--- src/core/ctp_cfg.svh ---
// register indices, field positions, reset values and counts of the clock tree
`ifndef CTP_CFG_SVH
`define CTP_CFG_SVH
// register indices; byte address is four times the index
`define CTP_IDX_SRC       8'h85
`define CTP_IDX_RELOAD    8'h97
`define CTP_IDX_CFG0      8'h8f
`define CTP_IDX_CFG1      8'haf
`define CTP_IDX_PLL       8'ha3
`define CTP_IDX_CONV      8'hbf
`define CTP_IDX_CARD      8'hf0
`define CTP_IDX_ALT       8'hf1
`define CTP_IDX_PWR       8'hf2
`define CTP_IDX_STAT      8'hf3
// field positions
`define CTP_CFG0_DBL      0
`define CTP_CFG0_T0       1
`define CTP_CFG0_T1       2
`define CTP_CFG0_SI       4
`define CTP_CFG0_WD       6
`define CTP_CFG1_SPI      0
`define CTP_PLL_LOCK      0
`define CTP_PLL_EN        1
`define CTP_PLL_USB       2
`define CTP_CARD_SRC      7
// reset values
`define CTP_RELOAD_RST    4'hf
`define CTP_DIV_RST       6'h00
// usb clock: pll edges per half period of the usb clock
`define CTP_USB_HALF      3'h1
`endif

--- src/core/ctp_pkg.sv ---
// types of the clock tree prescalers
package ctp_pkg;
  // power reduction modes, one-hot
  typedef enum logic [2:0] {
    PWR_RUN   = 3'b001,
    PWR_IDLE  = 3'b010,
    PWR_DOWN  = 3'b100
  } ctp_pwr_t;

  // the whole state of the clock tree
  typedef struct packed {
    logic [2:0]  xt_sy;      // [0] first sync, [1] second sync, [2] previous
    logic [2:0]  pl_sy;
    logic [1:0]  lk_sy;
    logic        src_sel;
    logic [3:0]  reload;
    logic        dbl;
    logic [4:0]  per_dbl;    // t0, t1, uart, watchdog, spi
    logic [5:0]  card_div;
    logic        card_src;
    logic [1:0]  alt_sel;
    logic [3:0]  conv_div;
    logic        usb_src;
    logic        pll_en;
    ctp_pwr_t    pwr;
    logic        act_src;
    logic        act_dbl;
    logic [3:0]  act_reload;
    logic [3:0]  idle_cnt;
    logic        idle_lvl;
    logic        idle_prev;
    logic        half_lvl;
    logic [5:0]  act_card;
    logic [5:0]  card_cnt;
    logic        card_lvl;
    logic [1:0]  act_alt;
    logic [2:0]  alt_cnt;
    logic [3:0]  act_conv;
    logic [3:0]  conv_cnt;
    logic        conv_lvl;
    logic        act_usb;
    logic [2:0]  usb_cnt;
    logic        usb_lvl;
    logic [10:0] gate_en;
    logic [10:0] clk_out;
    logic        dph_wr;
    logic [7:0]  dph_idx;
    logic [31:0] rdata;
    logic        rdy;
  } ctp_state_t;
endpackage

--- src/core/ctp_clock_tree.sv ---
// clock tree: source select, four prescalers, speed modes, gating and register slave
`timescale 1ns/1ps
`include "ctp_cfg.svh"
module ctp_clock_tree (
  // clock and reset
  input  wire logic        i_clk,
  input  wire logic        i_srst,
  // ahb-lite slave
  input  wire logic        i_hsel,
  input  wire logic [31:0] i_haddr,
  input  wire logic [1:0]  i_htrans,
  input  wire logic        i_hwrite,
  input  wire logic [2:0]  i_hsize,
  input  wire logic [31:0] i_hwdata,
  input  wire logic        i_hready,
  output logic      [31:0] o_hrdata,
  output logic             o_hreadyout,
  output logic             o_hresp,
  // clock sources, asynchronous to i_clk
  input  wire logic        i_crystal_input,
  input  wire logic        i_pll_output_clock,
  input  wire logic        i_pll_locked_flag,
  // generated clocks
  output logic             o_core_clock,
  output logic             o_idle_clock,
  output logic             o_timer0_clock,
  output logic             o_timer1_clock,
  output logic             o_serial_port_clock,
  output logic             o_watchdog_clock,
  output logic             o_serial_periph_clock,
  output logic             o_card_clock,
  output logic             o_alt_card_clock,
  output logic             o_converter_clock,
  output logic             o_usb_side_clock,
  // pll control
  output logic             o_pll_enable
);

  ctp_pkg::ctp_state_t st_ff;
  ctp_pkg::ctp_state_t nxt_st;

  // derived levels and edges of the synchronised sources
  logic        xt_lvl;
  logic        xt_rise;
  logic        pl_lvl;
  logic        pl_rise;
  logic        src_lvl;
  logic        src_rise;
  logic [3:0]  idle_term;
  logic        idle_raw;
  logic        idle_rise;
  logic [4:0]  per_raw;
  logic        card_src_lvl;
  logic        card_rise;
  logic        card_raw;
  logic        alt_raw;
  logic        usb_raw;
  logic [10:0] raw;
  logic [10:0] gate_req;
  logic        addr_ok;

  // the second flop of each synchroniser is read here, and the previous flop as well for the rising edges
  assign xt_lvl    = st_ff.xt_sy[1];
  assign xt_rise   = st_ff.xt_sy[1] & ~st_ff.xt_sy[2];
  assign pl_lvl    = st_ff.pl_sy[1];
  assign pl_rise   = st_ff.pl_sy[1] & ~st_ff.pl_sy[2];
  assign src_lvl   = st_ff.act_src ? pl_lvl : xt_lvl;
  assign src_rise  = st_ff.act_src ? pl_rise : xt_rise;
  assign idle_term = 4'hf - st_ff.act_reload;
  // double speed bypasses the main prescaler with the crystal level
  assign idle_raw  = st_ff.act_dbl ? xt_lvl : st_ff.idle_lvl;
  assign idle_rise = idle_raw & ~st_ff.idle_prev;

  // peripheral clocks: idle clock, or half of it when double speed is on and bit clear
  for (genvar gi = 0; gi < 5; gi++) begin : g_per
    assign per_raw[gi] = (st_ff.act_dbl && !st_ff.per_dbl[gi]) ? st_ff.half_lvl : idle_raw;
  end

  // card clock source is independent of the core path
  assign card_src_lvl = st_ff.card_src ? xt_lvl : pl_lvl;
  assign card_rise    = st_ff.card_src ? xt_rise : pl_rise;
  assign card_raw     = (st_ff.act_card == 6'h00) ? card_src_lvl : st_ff.card_lvl;

  // alternate card clock taps the ripple-free counter bits
  always_comb begin
    unique case (st_ff.act_alt)
      2'h0:    alt_raw = idle_raw;
      2'h1:    alt_raw = st_ff.alt_cnt[0];
      2'h2:    alt_raw = st_ff.alt_cnt[1];
      default: alt_raw = st_ff.alt_cnt[2];
    endcase
  end

  assign usb_raw = st_ff.act_usb ? xt_lvl : st_ff.usb_lvl;
  // bit 0 core up to bit 10 usb; main, card, alternate and converter prescalers feed them,
  // the usb divider sits beside them and is not one of the four
  assign raw     = {usb_raw, st_ff.conv_lvl, alt_raw, card_raw, per_raw, idle_raw, idle_raw};

  // power modes: idle stops the core only, power down stops everything
  assign gate_req = st_ff.pwr == ctp_pkg::PWR_RUN  ? 11'h7ff :
                    st_ff.pwr == ctp_pkg::PWR_IDLE ? 11'h7fe : 11'h000;

  assign addr_ok = (i_haddr[31:10] == 22'h0) && (i_haddr[1:0] == 2'h0);

  // register read mux; reserved bits read as zero
  function automatic logic [31:0] rd_mux(input logic [7:0] idx);
    logic [31:0] v;
    v = 32'h0;
    unique case (idx)
      `CTP_IDX_SRC:    v[0]   = st_ff.src_sel;
      `CTP_IDX_RELOAD: v[3:0] = st_ff.reload;
      `CTP_IDX_CFG0: begin
        v[`CTP_CFG0_DBL] = st_ff.dbl;
        v[`CTP_CFG0_T0]  = st_ff.per_dbl[0];
        v[`CTP_CFG0_T1]  = st_ff.per_dbl[1];
        v[`CTP_CFG0_SI]  = st_ff.per_dbl[2];
        v[`CTP_CFG0_WD]  = st_ff.per_dbl[3];
      end
      `CTP_IDX_CFG1:   v[`CTP_CFG1_SPI] = st_ff.per_dbl[4];
      `CTP_IDX_PLL: begin
        v[`CTP_PLL_LOCK] = st_ff.lk_sy[1];
        v[`CTP_PLL_EN]   = st_ff.pll_en;
        v[`CTP_PLL_USB]  = st_ff.usb_src;
      end
      `CTP_IDX_CONV:   v[3:0] = st_ff.conv_div;
      `CTP_IDX_CARD: begin
        v[5:0]           = st_ff.card_div;
        v[`CTP_CARD_SRC] = st_ff.card_src;
      end
      `CTP_IDX_ALT:    v[1:0] = st_ff.alt_sel;
      `CTP_IDX_PWR:    v[2:0] = st_ff.pwr;
      // status: active settings and the forbidden pll plus double speed request
      `CTP_IDX_STAT:   v[7:0] = {st_ff.act_reload, st_ff.src_sel & st_ff.dbl, st_ff.act_dbl, st_ff.act_src,
                                 st_ff.lk_sy[1]};
      default:         v = 32'h0;
    endcase
    return v;
  endfunction

  // next state of everything
  always_comb begin
    nxt_st = st_ff;
    nxt_st.xt_sy = {st_ff.xt_sy[1:0], i_crystal_input};
    nxt_st.pl_sy = {st_ff.pl_sy[1:0], i_pll_output_clock};
    nxt_st.lk_sy = {st_ff.lk_sy[0], i_pll_locked_flag};
    nxt_st.rdy   = 1'b1;

    // register writes land in the data phase
    if (st_ff.dph_wr) begin
      unique case (st_ff.dph_idx)
        `CTP_IDX_SRC:    nxt_st.src_sel = i_hwdata[0];
        `CTP_IDX_RELOAD: nxt_st.reload  = i_hwdata[3:0];
        `CTP_IDX_CFG0: begin
          nxt_st.dbl        = i_hwdata[`CTP_CFG0_DBL];
          nxt_st.per_dbl[0] = i_hwdata[`CTP_CFG0_T0];
          nxt_st.per_dbl[1] = i_hwdata[`CTP_CFG0_T1];
          nxt_st.per_dbl[2] = i_hwdata[`CTP_CFG0_SI];
          nxt_st.per_dbl[3] = i_hwdata[`CTP_CFG0_WD];
          // raising double speed moves every peripheral to double speed too
          if (i_hwdata[`CTP_CFG0_DBL] && !st_ff.dbl) begin
            nxt_st.per_dbl = 5'h1f;
          end
        end
        `CTP_IDX_CFG1:   nxt_st.per_dbl[4] = i_hwdata[`CTP_CFG1_SPI];
        `CTP_IDX_PLL: begin
          nxt_st.pll_en  = i_hwdata[`CTP_PLL_EN];
          nxt_st.usb_src = i_hwdata[`CTP_PLL_USB];
        end
        `CTP_IDX_CONV:   nxt_st.conv_div = i_hwdata[3:0];
        `CTP_IDX_CARD: begin
          nxt_st.card_div = i_hwdata[5:0];
          nxt_st.card_src = i_hwdata[`CTP_CARD_SRC];
        end
        `CTP_IDX_ALT:    nxt_st.alt_sel = i_hwdata[1:0];
        `CTP_IDX_PWR: begin
          // a code that is not one-hot is ignored
          if (i_hwdata[2:0] == 3'b001 || i_hwdata[2:0] == 3'b010 || i_hwdata[2:0] == 3'b100) begin
            nxt_st.pwr = ctp_pkg::ctp_pwr_t'(i_hwdata[2:0]);
          end
        end
        default: ;
      endcase
    end

    // address phase: reads are answered from a flop in the data phase; the next address
    // is taken in that same data phase, so a read right behind a write returns the old value
    nxt_st.dph_wr = 1'b0;
    if (i_hsel && i_htrans[1] && i_hready) begin
      nxt_st.dph_wr  = i_hwrite && addr_ok;
      nxt_st.dph_idx = addr_ok ? i_haddr[9:2] : 8'h00;
      nxt_st.rdata   = (i_hwrite || !addr_ok) ? 32'h0 : rd_mux(i_haddr[9:2]);
    end

    // main prescaler: toggles every 16-reload source edges
    if (st_ff.act_dbl) begin
      nxt_st.idle_cnt = 4'h0;
      nxt_st.idle_lvl = 1'b0;
    end else if (src_rise) begin
      if (st_ff.idle_cnt == idle_term) begin
        nxt_st.idle_cnt = 4'h0;
        nxt_st.idle_lvl = ~st_ff.idle_lvl;
      end else begin
        nxt_st.idle_cnt = st_ff.idle_cnt + 4'h1;
      end
    end
    // settings switch only while the idle clock is low, so no runt appears;
    // pll with double speed is refused, the prescaler stays in the path
    if ((st_ff.act_dbl ? !xt_lvl : (!st_ff.idle_lvl && st_ff.idle_cnt == 4'h0)) && !src_rise && !src_lvl) begin
      nxt_st.act_src    = st_ff.src_sel;
      nxt_st.act_dbl    = st_ff.dbl && !st_ff.src_sel;
      nxt_st.act_reload = st_ff.reload;
    end

    // half idle clock and the alternate card counter
    nxt_st.idle_prev = idle_raw;
    if (idle_rise) begin
      nxt_st.half_lvl = ~st_ff.half_lvl;
      nxt_st.alt_cnt  = st_ff.alt_cnt + 3'h1;
    end
    if (st_ff.alt_cnt == 3'h0 && !idle_raw) begin
      nxt_st.act_alt = st_ff.alt_sel;
    end

    // card prescaler: divides by field+1, high for the first half
    if (st_ff.act_card == 6'h00) begin
      nxt_st.card_cnt = 6'h00;
      nxt_st.card_lvl = 1'b0;
      if (!card_src_lvl) begin
        nxt_st.act_card = st_ff.card_div;
      end
    end else if (card_rise) begin
      if (st_ff.card_cnt == st_ff.act_card) begin
        nxt_st.card_cnt = 6'h00;
        nxt_st.card_lvl = 1'b1;
        nxt_st.act_card = st_ff.card_div;
        if (st_ff.card_div == 6'h00) begin
          nxt_st.card_lvl = 1'b0;
        end
      end else begin
        nxt_st.card_cnt = st_ff.card_cnt + 6'h01;
        nxt_st.card_lvl = ({1'b0, st_ff.card_cnt} + 7'h01) < (({1'b0, st_ff.act_card} + 7'h02) >> 1);
      end
    end

    // converter prescaler: toggles every field+1 crystal edges, even duty
    if (xt_rise) begin
      if (st_ff.conv_cnt == st_ff.act_conv) begin
        nxt_st.conv_cnt = 4'h0;
        nxt_st.conv_lvl = ~st_ff.conv_lvl;
        if (st_ff.conv_lvl) begin
          nxt_st.act_conv = st_ff.conv_div;
        end
      end else begin
        nxt_st.conv_cnt = st_ff.conv_cnt + 4'h1;
      end
    end

    // usb clock divider on the pll
    if (pl_rise) begin
      if (st_ff.usb_cnt == `CTP_USB_HALF - 3'h1) begin
        nxt_st.usb_cnt = 3'h0;
        nxt_st.usb_lvl = ~st_ff.usb_lvl;
      end else begin
        nxt_st.usb_cnt = st_ff.usb_cnt + 3'h1;
      end
    end
    if (!xt_lvl && !st_ff.usb_lvl) begin
      nxt_st.act_usb = st_ff.usb_src;
    end

    // gates open or close only while both clock and output are low
    for (int i = 0; i < 11; i++) begin
      if (!st_ff.clk_out[i] && !raw[i]) begin
        nxt_st.gate_en[i] = gate_req[i];
      end
      nxt_st.clk_out[i] = raw[i] & nxt_st.gate_en[i];
    end
  end

  // state register
  always_ff @(posedge i_clk) begin
    if (i_srst) begin
      st_ff            <= '0;
      st_ff.reload     <= `CTP_RELOAD_RST;
      st_ff.act_reload <= `CTP_RELOAD_RST;
      st_ff.card_div   <= `CTP_DIV_RST;
      st_ff.pwr        <= ctp_pkg::PWR_RUN;
      st_ff.rdy        <= 1'b1;
    end else begin
      st_ff <= nxt_st;
    end
  end

  // outputs straight from flops
  assign o_hrdata              = st_ff.rdata;
  assign o_hreadyout           = st_ff.rdy;
  assign o_hresp               = 1'b0 & st_ff.rdy;
  assign o_core_clock          = st_ff.clk_out[0];
  assign o_idle_clock          = st_ff.clk_out[1];
  assign o_timer0_clock        = st_ff.clk_out[2];
  assign o_timer1_clock        = st_ff.clk_out[3];
  assign o_serial_port_clock   = st_ff.clk_out[4];
  assign o_watchdog_clock      = st_ff.clk_out[5];
  assign o_serial_periph_clock = st_ff.clk_out[6];
  assign o_card_clock          = st_ff.clk_out[7];
  assign o_alt_card_clock      = st_ff.clk_out[8];
  assign o_converter_clock     = st_ff.clk_out[9];
  assign o_usb_side_clock      = st_ff.clk_out[10];
  assign o_pll_enable          = st_ff.pll_en;
endmodule // ctp_clock_tree

--- config.mk ---
export PLATFORM = sky130hd
export DESIGN_NAME = ctp_clock_tree
export DESIGN_NICKNAME = d
export VERILOG_FILES = /design/src/core/ctp_pkg.sv /design/src/core/ctp_clock_tree.sv
export VERILOG_INCLUDE_DIRS = /design/src /design/src/core
export SDC_FILE = /design/constraint.sdc
export NUM_CORES = 1
export LEC_CHECK = 0
export CORE_UTILIZATION = 64
export DETAILED_ROUTE_END_ITERATION = 8
export DONT_BUFFER_PORTS = 1
export GPL_ROUTABILITY_DRIVEN = 0
export PLACE_DENSITY = 0.91
export SLEW_MARGIN = 20
export SYNTH_ARGS = -nofsm -noshare
export SYNTH_HDL_FRONTEND = slang
export SYNTH_SLANG_ARGS = --single-unit
--- constraint.sdc ---
create_clock -name i_clk -period 2.72 [get_ports i_clk]
set_clock_uncertainty 0.15 [all_clocks]
set_input_delay 0.136 -clock i_clk [delete_from_list [all_inputs] [get_ports i_clk]]
set_output_delay 0.136 -clock i_clk [all_outputs]
set_load 0.01 [all_outputs]
Yosys cells after proc, flatten, opt, wreduce, memory -nomap -nowiden

Cells that the tools add are included.

Magnitude comparators: 1
Equality and inequality tests: 31
Reductions and logical operators: 93
Mux-type cells: 48
Add/subtract/negate cells: 8
Bitwise operators: 23

Operators with widths:

| kind                                                          | number |
|---|---|
| 8-bit equality test, second input constant                    | 19 |
| 1-bit zero test                                               | 34 |
| 1-bit logical AND                                             | 27 |
| 13-bit 2-to-1 mux                                             | 2 |
| 1-bit 2-to-1 mux                                              | 25 |
| 22-bit zero test                                              | 1 |
| 11-bit 2-to-1 mux                                             | 2 |
| 2-bit AND reduction                                           | 10 |
| 8-bit 2-to-1 mux                                              | 2 |
| 1-bit AND                                                     | 15 |
| 6-bit zero test                                               | 2 |
| 6-bit 2-to-1 mux                                              | 2 |
| 3-bit AND reduction                                           | 4 |
| 1-bit one-hot mux with 9 select lines                         | 1 |
| 4-bit by 1-bit adder with 4-bit output, second input constant | 2 |
| 4-bit equality test                                           | 2 |
| 4-bit 2-to-1 mux                                              | 2 |
| 1-bit inverter                                                | 8 |
| 1-bit one-hot mux with 2 select lines                         | 4 |
| 1-bit one-hot mux with 8 select lines                         | 1 |
| 2-bit OR reduction                                            | 4 |
| 6-bit by 1-bit adder with 7-bit output, second input constant | 1 |
| 6-bit by 2-bit adder with 7-bit output, second input constant | 1 |
| 7-bit by 6-bit < comparator with 1-bit output                 | 1 |
| 21 further kinds                                              | 32 |

Word-level logic and storage cells: 243
Input port bits: 77
Bits in registers: 146

Longest topological paths before layout

Gate-level depths: netlist of the first run.

Word-level depth: 7
Depth in mapped cells: 8
Gate-level depth less buffers: 8

Least setup slack after synthesis of the first run

OpenSTA, ideal clock, no wires.

Path kind: register to register
From: reg st_ff[84] (netlist bit)
To: reg st_ff[83] (netlist bit)
Stages on the path, launching flop included: 8
Data required time: 2.496 ns
Buffers on the path: 0
Arrival time: 1.870 ns
Clock period less this slack: 2.094 ns
Setup slack: 0.626 ns
Cells stage by stage: dfxtp_1 -> ha_1 -> nor2b_1 -> or2_2 -> ha_1 -> a211o_1 -> a211o_1 -> a31oi_1

Longest elaborated chain between the ends: 3
Elaborated cells between the ends (all ways): 4
Classes of those cells: add/sub (1); order compare (1); eq/ne (1); mux (1)

Ends and longest elaborated chain:

| what                                          | RTL line              | source |
|---|---|---|
| start, declared                               | ctp_clock_tree.sv:39  | `ctp_pkg::ctp_state_t st_ff;` |
| start signal, assigned                        | ctp_clock_tree.sv:290 | `st_ff <= nxt_st;` |
| 6-bit by 1-bit adder with 7-bit output        | ctp_clock_tree.sv:241 | `nxt_st.card_lvl = ({1'b0, st_ff.card_cnt} + 7'h01) < (({1'b0, st_ff.act_card} + 7'h02) >> 1);` |
| 7-bit by 6-bit < comparator with 1-bit output | ctp_clock_tree.sv:241 |  |
| 7-bit 2-to-1 mux *                            | ctp_clock_tree.sv:232 | `if (st_ff.card_cnt == st_ff.act_card) begin` |

Mark *: on every way between the ends. The rest lies on a longest branch, timed or not.
A chain may end at the register's enable or synchronous reset.

Worst setup path in the final report of the first run

From: in i_haddr[21]
To: reg st_ff[35] (netlist bit)

Longest elaborated chain between the ends: 3

Ends and longest elaborated chain:

| what              | RTL line              | source |
|---|---|---|
| start, declared   | ctp_clock_tree.sv:10  | `input wire logic [31:0] i_haddr,` |
| 22-bit zero test  | ctp_clock_tree.sv:103 | `assign addr_ok = (i_haddr[31:10] == 22'h0) && (i_haddr[1:0] == 2'h0);` |
| 1-bit logical AND | ctp_clock_tree.sv:103 |  |
| 8-bit 2-to-1 mux  | ctp_clock_tree.sv:190 | `nxt_st.dph_idx = addr_ok ? i_haddr[9:2] : 8'h00;` |

No other way between the ends.

==> results of run 1 <==
==> worst min-delay path by stage <==
stage                     slack, ns     endpoint  cells after the start
after detailed placement       0.08    st_ff[62]                      1
after global routing          0.008    st_ff[41]                      2
after floorplan                0.11  nxt_st[139]                      1
after global placement         0.07    st_ff[62]                      1
after CTS                     0.002  o_hrdata[7]                      5
final                         0.003    st_ff[41]                      2
==> area by class of cell <==
type / instances / share of cell area (%)
clock inverter: 13 / 2.50
inverter: 14 / 0.745
clock buffer: 19 / 6.12
multi-input combinational: 502 / 47.6
tap: 129 / 2.29
sequential: 121 / 34.3
timing repair buffer: 44 / 6.42
==> layout by cell type, fill, tap and decap left out, types with 5 or more instances in the layout <==
master         instances
a211o_1                9
a211oi_1               5
a21oi_1               29
a22o_1                 6
a22oi_1                5
a31oi_1                5
a32o_1                 5
clkbuf_16             16
clkinv_2               5
conb_1                26
dfxtp_1              121
dlygate4sd3_1         41
ha_1                  14
inv_1                 14
mux2_2                 6
mux2i_1               44
nand2_1               51
nand2b_1              19
nand3_1               20
nand4_1                5
nor2_1                86
nor2b_1               20
nor3_1                 9
nor3b_1                9
nor4_1                 8
o21ai_0               13
xnor2_1               16
xor2_1                16
==> logic make-up after synthesis <==
group / count (synthesis) / share of synthesized area (%)
buf+inv: 81 / 7.49
xor+xnor: 32 / 4.56
fa+ha+maj: 14 / 2.85
other cells: 2 / 0.122
simple gates: 271 / 23.7
compound gates: 105 / 12.3
mux: 54 / 9.60
flops: 121 / 39.4
==> routing by layer <==
metal	part of all wire, %	wire length (um)
met3	8.4	1380
met2	50	8160
met1	38	6260
met4	4.1	671
met5	0	0
==> critical path: stages <==
cell	delay [ns]
dlygate4sd3_1	0.54
nor4_1	0.32
nand2_1	0.23
nor2_2	0.32
nand3_1	0.13
dlygate4sd3_1	0.58
a21oi_1	0.16
dlygate4sd3_1	0.57
==> synth_stat cells (all sizes together), types with 3 or more instances <==
| cell type | count |
|---|---|
| a22o | 6 |
| a21oi | 31 |
| a211oi | 5 |
| a32o | 5 |
| a32oi | 3 |
| and4b | 3 |
| clkbuf | 20 |
| o21ai | 14 |
| xnor2 | 16 |
| a31oi | 6 |
| a21o | 3 |
| nand2 | 51 |
| mux2i | 44 |
| a221o | 3 |
| or2 | 3 |
| a211o | 9 |
| nand3 | 20 |
| mux4 | 3 |
| and2 | 6 |
| nor2b | 20 |
| dfxtp | 121 |
| and3 | 3 |
| ha | 14 |
| buf | 47 |
| nor3 | 11 |
| nor2 | 90 |
| or4 | 3 |
| nand4 | 6 |
| nor4b | 4 |
| a22oi | 5 |
| inv | 14 |
| nor3b | 10 |
| nand2b | 19 |
| nor4 | 11 |
| xor2 | 16 |
| mux2 | 7 |
==> power breakdown <==
part / switching, mW / internal, mW / total, mW
clock network: 0.809 / 1.50 / 2.31
registers: 0.0307 / 1.81 / 1.84
logic: 0.156 / 0.115 / 0.271
total: 0.995 / 3.43 / 4.42
==> stage by stage <==
step | hold WS [ns] | instance area (um2) | utilization (%) | power [mW]
finish | 0.00251 | 7060 | 76.0 | 4.42
global route | 0.00834 | 7060 | 76.0 | 4.54
CTS | 0.00225 | 7050 | 76.0 | 4.41
detailed placement | 0.0761 | 6010 | 64.7 | 2.06
global placement | 0.0682 | 6010 | 64.7 | 2.05
floorplan | 0.114 | 6240 | - | 2.09
==> timing repair <==
| action | 4_1_cts | 5_1_grt |
|---|---|---|
| resized for setup | 0 | 1 |
| setup endpoints to repair | 0 | 1 |
| hold buffers | 42 | 1 |
| hold endpoints to repair | 121 | 1 |
==> out/qor.csv, run 1 <==
metric,value,unit
die height,100,um
first-pass GRT wire length,26100,um
status,"finished, final reports clean",
Synth Instances,680,
synthesis-stage register bit count,121,
final worst path period need,2.66,ns
Setup Buffers After CTS,0,
Final Max Slew Viols,0,
clk buf depth,2,
H-tree depth,4,
root buf cell,clkbuf_8,
"Reg clk slew, reported paths",0.06,ns
vias per cell,6.32,
Yosys top cell area share,39.4,%
Hold Path Class,in -> reg,
Die Area,10000,um2
number of synthesized flops with an enable pin,0,
Yosys cell types,75,
Final Hold Viols,0,
"Warnings, synthesis",0,
Area contributors post-synth,"dfxtp_1 39%, mux2i_1 7.2%, nor2_1 5.3%",
Setup crit end kind,register,
Startpoint Class,input port,
Worst-Skew Late Latency,0.52,ns
Hold Startpoint,i_hready,
non-filler cells in the finished layout,842,
wire length per cell,19.6,um
FF-to-FF setup slack,0.30,ns
Site Rows,35,
# placed instances,768,
clk sinks,121,
reg2reg end,o_hrdata[3],
CP endpoint,st_ff[35],
fin nets,791,
layout cells sized above 1,9.12,%
Synth Flop Type,dfxtp_1,
P&R area growth vs syn,14.8,%
Peak Freq,375,MHz
met2 global-route usage,57.7,%
Reg with most FFs,st_ff,
CORE AREA,9280,um2
met3 usage,9.75,%
grt peak-use layer,met2,
pin count of the biggest net entering global routing,109,
VDD IR max,0.468,mV
R2R cell count,6,
Die X,100,um
Max-Cap Viols,0,
initial drt markers,602,
Yosys top cell by area,dfxtp_1,
Total Wirelength,16500,um
RSZ-0062 raised after global routing,false,
Worst R2R Start,st_ff[117],
overall routing resource usage,33.9,%
fillers,588,
GRT met1 Usage,38.9,%
post-synth design cell area,6150,um2
Max-slew headroom,53.9,%
diodes inserted,0,
Final WS setup,0.0566,ns
number of global-route vias before repair,5168,
Final Cycle Share,97.9,%
Worst Path Required,3.03,ns
synthesized area per cell,9.04,um2
I/O Buffers,0,
register area share after synthesis,39.4,%
Multi-input gate area,3360,um2
DRT antenna net count,0,
# setup viols final,0,
Storage cell area,2420,um2
"Async S/R FF share, synth",0,%
antenna violations before repair,0,
Slew @ Worst Pin,0.690,ns
Pwr Density,627,nW/um2
Initial Utilization,66.2,%
WP data arrival,2.98,ns
worst slack at placement,0.475,ns
Setup CP Type,in -> reg,
DP Wirelength,9890,um
DRC Markers,0,
vias,5320,
critical path peak fanout,9,
gr ovfl total,0,
I/O pin count,123,
CTS tree,done,
Critical Path Source,i_haddr[21],
Lkg Pwr,2.70,nW
1st-pass router iterations,6,
total CTS buffers,17,
Setup TNS Final,0,ns
max FFs per register,95,
No activity file was read; power rests on OpenSTA's default activity.
==> run 2: changes to the inputs <==
--- a/config.mk
+++ b/config.mk
@@ -6,11 +6,13 @@
 export SDC_FILE = /design/constraint.sdc
 export NUM_CORES = 1
 export LEC_CHECK = 0
-export CORE_UTILIZATION = 64
+export CELL_PAD_IN_SITES_DETAIL_PLACEMENT = 0
+export CELL_PAD_IN_SITES_GLOBAL_PLACEMENT = 2
+export CORE_UTILIZATION = 38
 export DETAILED_ROUTE_END_ITERATION = 8
 export DONT_BUFFER_PORTS = 1
 export GPL_ROUTABILITY_DRIVEN = 0
-export PLACE_DENSITY = 0.91
+export PLACE_DENSITY = 0.9
 export SLEW_MARGIN = 20
 export SYNTH_ARGS = -nofsm -noshare
 export SYNTH_HDL_FRONTEND = slang
==> run 2 against run 1 <==
Global-route usage fell by 16 points. Non-clock buffer count fell by 12. Count of clock-buffer cells in the layout down 1. Wire length shrank 12%. Sequential cell count unchanged. Hold slack improved by 0.024 ns. Via count shrank 11%. Cell area shrank 0.62%. Critical path depth decreased by 2. Die area up 67%. Clock power decreased by 4%. Largest cell class unchanged. Largest power group unchanged.
==> out/qor.csv, run 2 (synthesized netlist as in run 1, its figures left out) <==
metric,value,unit,change
Startpoint Class,input port,,
CP dominant cell by count,dlygate4sd3_1,,
Pwr Density,615,nW/um2,-2.0%
Setup Buffers After CTS,0,,unchanged
H-tree depth,4,,unchanged
clk buf depth,2,,unchanged
wire length per cell,15.8,um,-19%
crit path max-delay cell type,dlygate4sd3_1,,
DRT antenna net count,0,,unchanged
I/O Buffers,0,,unchanged
VDD IR max,0.455,mV,-2.9%
Peak Freq,386,MHz,+2.9%
Setup TNS Final,0,ns,unchanged
Die Area,16700,um2,+67%
vias per cell,5.17,,-18%
fillers,1547,,+160%
initial drt markers,248,,-59%
Hold Path Class,in -> reg,,
Worst Path Required,2.93,ns,-0.10 ns
gr ovfl total,0,,unchanged
WP data arrival,2.80,ns,-0.18 ns
DP Wirelength,10100,um,+2.3%
I/O pin count,123,,unchanged
Worst-Skew Late Latency,0.42,ns,-0.10 ns
crit path cell chain,dlygate4sd3_1 -> nor4_4 -> a21bo_1 -> dlygate4sd3_1 -> a21oi_2 -> dlygate4sd3_1,,
overall routing resource usage,18.4,%,-16 points
final worst path period need,2.59,ns,-0.0740 ns
first-pass GRT wire length,23300,um,-11%
Worst R2R Start,st_ff[38],,
total CTS buffers,17,,unchanged
non-filler cells in the finished layout,917,,+8.9%
"Reg clk slew, reported paths",0.06,ns,about the same
Setup CP Type,in -> reg,,
Die X,129,um,+29%
Multi-input gate area,3360,um2,about the same
Max-slew headroom,58.6,%,+4.7 points
fin nets,779,,-1.5%
CTS tree,done,,
Hold Startpoint,i_htrans[1],,
pin count of the biggest net entering global routing,109,,unchanged
antenna violations before repair,0,,unchanged
Final WS setup,0.131,ns,+0.0740 ns
vias,4737,,-11%
critical path peak fanout,8,,-1
Max-Cap Viols,0,,unchanged
"most common cell after layout, fill and taps aside",dfxtp_1,,
Lkg Pwr,2.67,nW,-1.3%
die height,129,um,+29%
# placed instances,858,,+12%
status,"finished, final reports clean",,
# setup viols final,0,,unchanged
max FFs per register,95,,unchanged
RSZ-0062 raised after global routing,false,,
Final Hold Viols,0,,unchanged
root buf cell,clkbuf_16,,
DRC Markers,0,,unchanged
Slew @ Worst Pin,0.603,ns,-0.0861 ns
max incr delay on CP,0.59,ns,about the same
Storage cell area,2420,um2,unchanged
layout cells sized above 1,9.70,%,+0.58 points
Site Rows,46,,+31%
number of global-route vias before repair,4558,,-12%
"commonest non-fill, non-tap cells in the layout","121 x dfxtp_1, 87 x nor2_1, 51 x nand2_1",,
Initial Utilization,38.8,%,-27 points
Final Cycle Share,95.2,%,-2.7 points
Setup crit end kind,register,,
1st-pass router iterations,5,,-1
clk sinks,121,,unchanged
Final Max Slew Viols,0,,unchanged
Reg with most FFs,st_ff,,
Total Wirelength,14500,um,-12%
CORE AREA,15800,um2,+70%
P&R area growth vs syn,14.0,%,
diodes inserted,0,,unchanged
worst slack at placement,0.519,ns,+0.0440 ns
Critical Path Source,i_hwrite,,
## run 2: changes by cell type in the layout (fill, tap and decap cells not counted), moves of 2 or more
| cell | previous run | this run |
|---|---|---|
| buf_4 | 2 | 5 |
| bufinv_16 | 4 | 2 |
| dlygate4sd3_1 | 41 | 26 |
| inv_6 | 0 | 3 |
## run 2: path summary, 6_finish.rpt
kind | endpoint | slack, ns | depth (start not counted)
hold / removal | st_ff[39] | 0.03 | 3
hold reg to reg | st_ff[139] | 0.29 | 1
setup reg to reg | st_ff[110] | 0.25 | 6
setup / recovery | o_hrdata[3] | 0.13 | 6
## run 2: cell type report
cell class / instances / area share [%]
repair buffers: 32 / 4.64
clock inverters: 14 / 2.09
inverters: 14 / 0.749
well taps: 216 / 3.85
flip-flops and latches: 121 / 34.5
clock buffers: 18 / 6.26
multi-input cells: 502 / 47.9
## run 2: critical path: cells and delay by family
family                 cells  cell delay (ns)
AOI/OAI and AO/OA          2             0.41
buffers and inverters      3             1.72
and+or+nand+nor            1             0.54
## run 2: what timing repair did
action                    in CTS  in global routing
hold endpoints to repair     121                  0
gates resized for setup        0                  0
hold buffers                  27                  0
## run 2: layer usage
metal | vias to the layer above | GRT usage [%] | share of wire [%]
li1 | 2348 | - | -
met1 | 2233 | 22.0 | 44
met2 | 137 | 30.9 | 49
met3 | 19 | 5.33 | 5.8
met4 | 0 | 7.34 | 1.5
met5 | - | 0 | 0
## run 2: report_power, final
part / internal [mW] / switching [mW]
registers: 1.81 / 0.0295
clock network: 1.37 / 0.845
logic: 0.109 / 0.142
total: 3.29 / 1.02
## run 2: metrics by stage
stage                     hold WS (ns)  area (um2)  total power [mW]  utilization, %
after floorplan                  0.114        6240              2.09               -
after global placement          0.0792        6140              2.06            38.8
after detailed placement        0.0840        6140              2.06            38.8
after CTS                      0.00608        7010              4.36            44.3
after global routing            0.0342        7010              4.47            44.3
final                           0.0265        7010              4.31            44.3
==> run 3: changes to the inputs <==
--- a/config.mk
+++ b/config.mk
@@ -8,6 +8,7 @@
 export LEC_CHECK = 0
 export CELL_PAD_IN_SITES_DETAIL_PLACEMENT = 0
 export CELL_PAD_IN_SITES_GLOBAL_PLACEMENT = 2
+export CORE_MARGIN = 2
 export CORE_UTILIZATION = 38
 export DETAILED_ROUTE_END_ITERATION = 8
 export DONT_BUFFER_PORTS = 1
==> run 3 against run 2 <==
Utilization rose by 0.13 points. Sequential power barely moved. Cell area rose by 0.29%. Critical path type is now reg -> reg. Largest cell class unchanged. Largest power group unchanged.
==> out/qor.csv, run 3 (synthesized netlist as in run 1, its figures left out) <==
metric,value,unit,change
DRC Markers,0,,unchanged
Worst Path Required,2.87,ns,-0.06 ns
max incr delay on CP,0.57,ns,-0.02 ns
H-tree depth,4,,unchanged
CORE AREA,15800,um2,unchanged
Worst-Skew Late Latency,0.42,ns,about the same
Initial Utilization,38.8,%,unchanged
root buf cell,clkbuf_16,,
design area,7030,um2,+0.29%
DP Wirelength,10300,um,+1.8%
crit path max-delay cell type,dlygate4sd3_1,,
max FFs per register,95,,unchanged
Pwr Density,621,nW/um2,+1.1%
Max-slew headroom,48.3,%,-10 points
DRT antenna net count,0,,unchanged
Setup Buffers After CTS,0,,unchanged
Lkg Pwr,2.67,nW,+0.12%
Peak Freq,413,MHz,+6.9%
number of global-route vias before repair,4638,,+1.8%
Buf/Inv on CP,1,,-2
"most common cell after layout, fill and taps aside",dfxtp_1,,
status,"finished, final reports clean",,
total CTS buffers,17,,unchanged
Setup crit end kind,register,,
Multi-input gate area,3360,um2,unchanged
Crit path max-delay family,simple AND/OR/NAND/NOR gates,,
Final Hold Viols,0,,unchanged
reg2reg end,st_ff[110],,
Final Max Slew Viols,0,,unchanged
initial drt markers,262,,+5.6%
fin nets,779,,unchanged
Hold Startpoint,i_htrans[1],,
Setup TNS Final,0,ns,unchanged
crit path cell chain,and4bb_2 -> nand4_2 -> or3_1 -> o21ai_0 -> a21oi_1 -> dlygate4sd3_1,,
first-pass GRT wire length,23900,um,+2.6%
overall routing resource usage,17.5,%,-0.91 points
Max-Cap Viols,0,,unchanged
die height,131,um,+1.5%
pin count of the biggest net entering global routing,109,,unchanged
CTS tree,done,,
FF-to-FF setup slack,0.30,ns,+0.05 ns
Hold Path Class,in -> reg,,
Worst path depth,6,,unchanged
RSZ-0062 raised after global routing,false,,
Worst R2R Start,st_ff[38],,
Final Cycle Share,89.1,%,-6.1 points
VDD IR max,0.428,mV,-6.0%
layout cells sized above 1,9.57,%,-0.13 points
I/O pin count,123,,unchanged
Die Area,17200,um2,+3.1%
antenna violations before repair,1,,+1
Setup CP Type,reg -> reg,,
vias,4798,,+1.3%
Site Rows,46,,unchanged
gr ovfl total,0,,unchanged
Storage cell area,2420,um2,unchanged
# setup viols final,0,,unchanged
I/O Buffers,0,,unchanged
Slew @ Worst Pin,0.753,ns,+0.150 ns
P&R area growth vs syn,14.4,%,
Critical Path Source,st_ff[38],,
Startpoint Class,register,,
1st-pass router iterations,6,,+1
final worst path period need,2.42,ns,-0.167 ns
clk buf depth,2,,unchanged
R2R cell count,6,,unchanged
WP data arrival,2.58,ns,-0.22 ns
"Cell Area, Placed",6140,um2,unchanged
"Reg clk slew, reported paths",0.06,ns,about the same
CP endpoint,st_ff[110],,
critical path peak fanout,7,,-1
Die X,131,um,+1.5%
wire length per cell,16.2,um,+2.8%
Reg with most FFs,st_ff,,
"commonest non-fill, non-tap cells in the layout","121 x dfxtp_1, 87 x nor2_1, 51 x nand2_1",,
fillers,1542,,-0.32%
Total Wirelength,14900,um,+2.8%
vias per cell,5.23,,+1.3%
clk sinks,121,,unchanged
hold_ws,0.0233,ns,-0.00328 ns
[run 3: power breakdown]
group	internal, mW	switching [mW]
Clock	1.48	0.799
Sequential	1.81	0.0289
Combinational	0.110	0.145
Total	3.40	0.972
[run 3: worst min-delay path, cell delays in order]
cell and delay (ns):
and3_1 0.23, nand3_1 0.12, a21oi_1 0.06
[run 3: layout make-up]
type	instances	area share (%)
Timing Repair Buffer	32	4.63
Inverter	14	0.747
Tap cell	216	3.84
Clock inverter	12	2.14
Multi-Input combinational cell	502	47.7
Sequential cell	121	34.4
Antenna cell	1	0.0356
Clock buffer	19	6.44
[run 3: routing by layer]
layer | vias to the layer above | track usage, % | share of wire [%]
li1 | 2359 | - | -
met1 | 2256 | 21.6 | 44
met2 | 158 | 28.7 | 48
met3 | 25 | 5.02 | 6.6
met4 | 0 | 7.00 | 2.0
met5 | - | 0 | 0
[run 3: worst min-delay path by stage]
stage | to | slack (ns) | depth (start not counted)
detailed placement | st_ff[60] | 0.08 | 1
CTS | st_ff[34] | 0.006 | 3
floorplan | nxt_st[139] | 0.11 | 1
finish | st_ff[34] | 0.02 | 3
global placement | st_ff[62] | 0.08 | 1
global route | st_ff[37] | 0.03 | 3
[run 3: timing repair]
action / in CTS / in global routing
gates resized for setup: 0 / 0
endpoints found under the hold margin: 121 / 0
hold buffers: 27 / 0
[run 3: metrics by stage]
stage / cells / setup WS [ns] / power (mW) / utilization, %
floorplan: 704 / 0.626 / 2.09 / -
global placement: 858 / 0.527 / 2.06 / 38.8
detailed placement: 858 / 0.504 / 2.06 / 38.8
CTS: 916 / 0.296 / 4.42 / 44.4
global route: 917 / 0.196 / 4.53 / 44.4
finish: 917 / 0.297 / 4.37 / 44.4
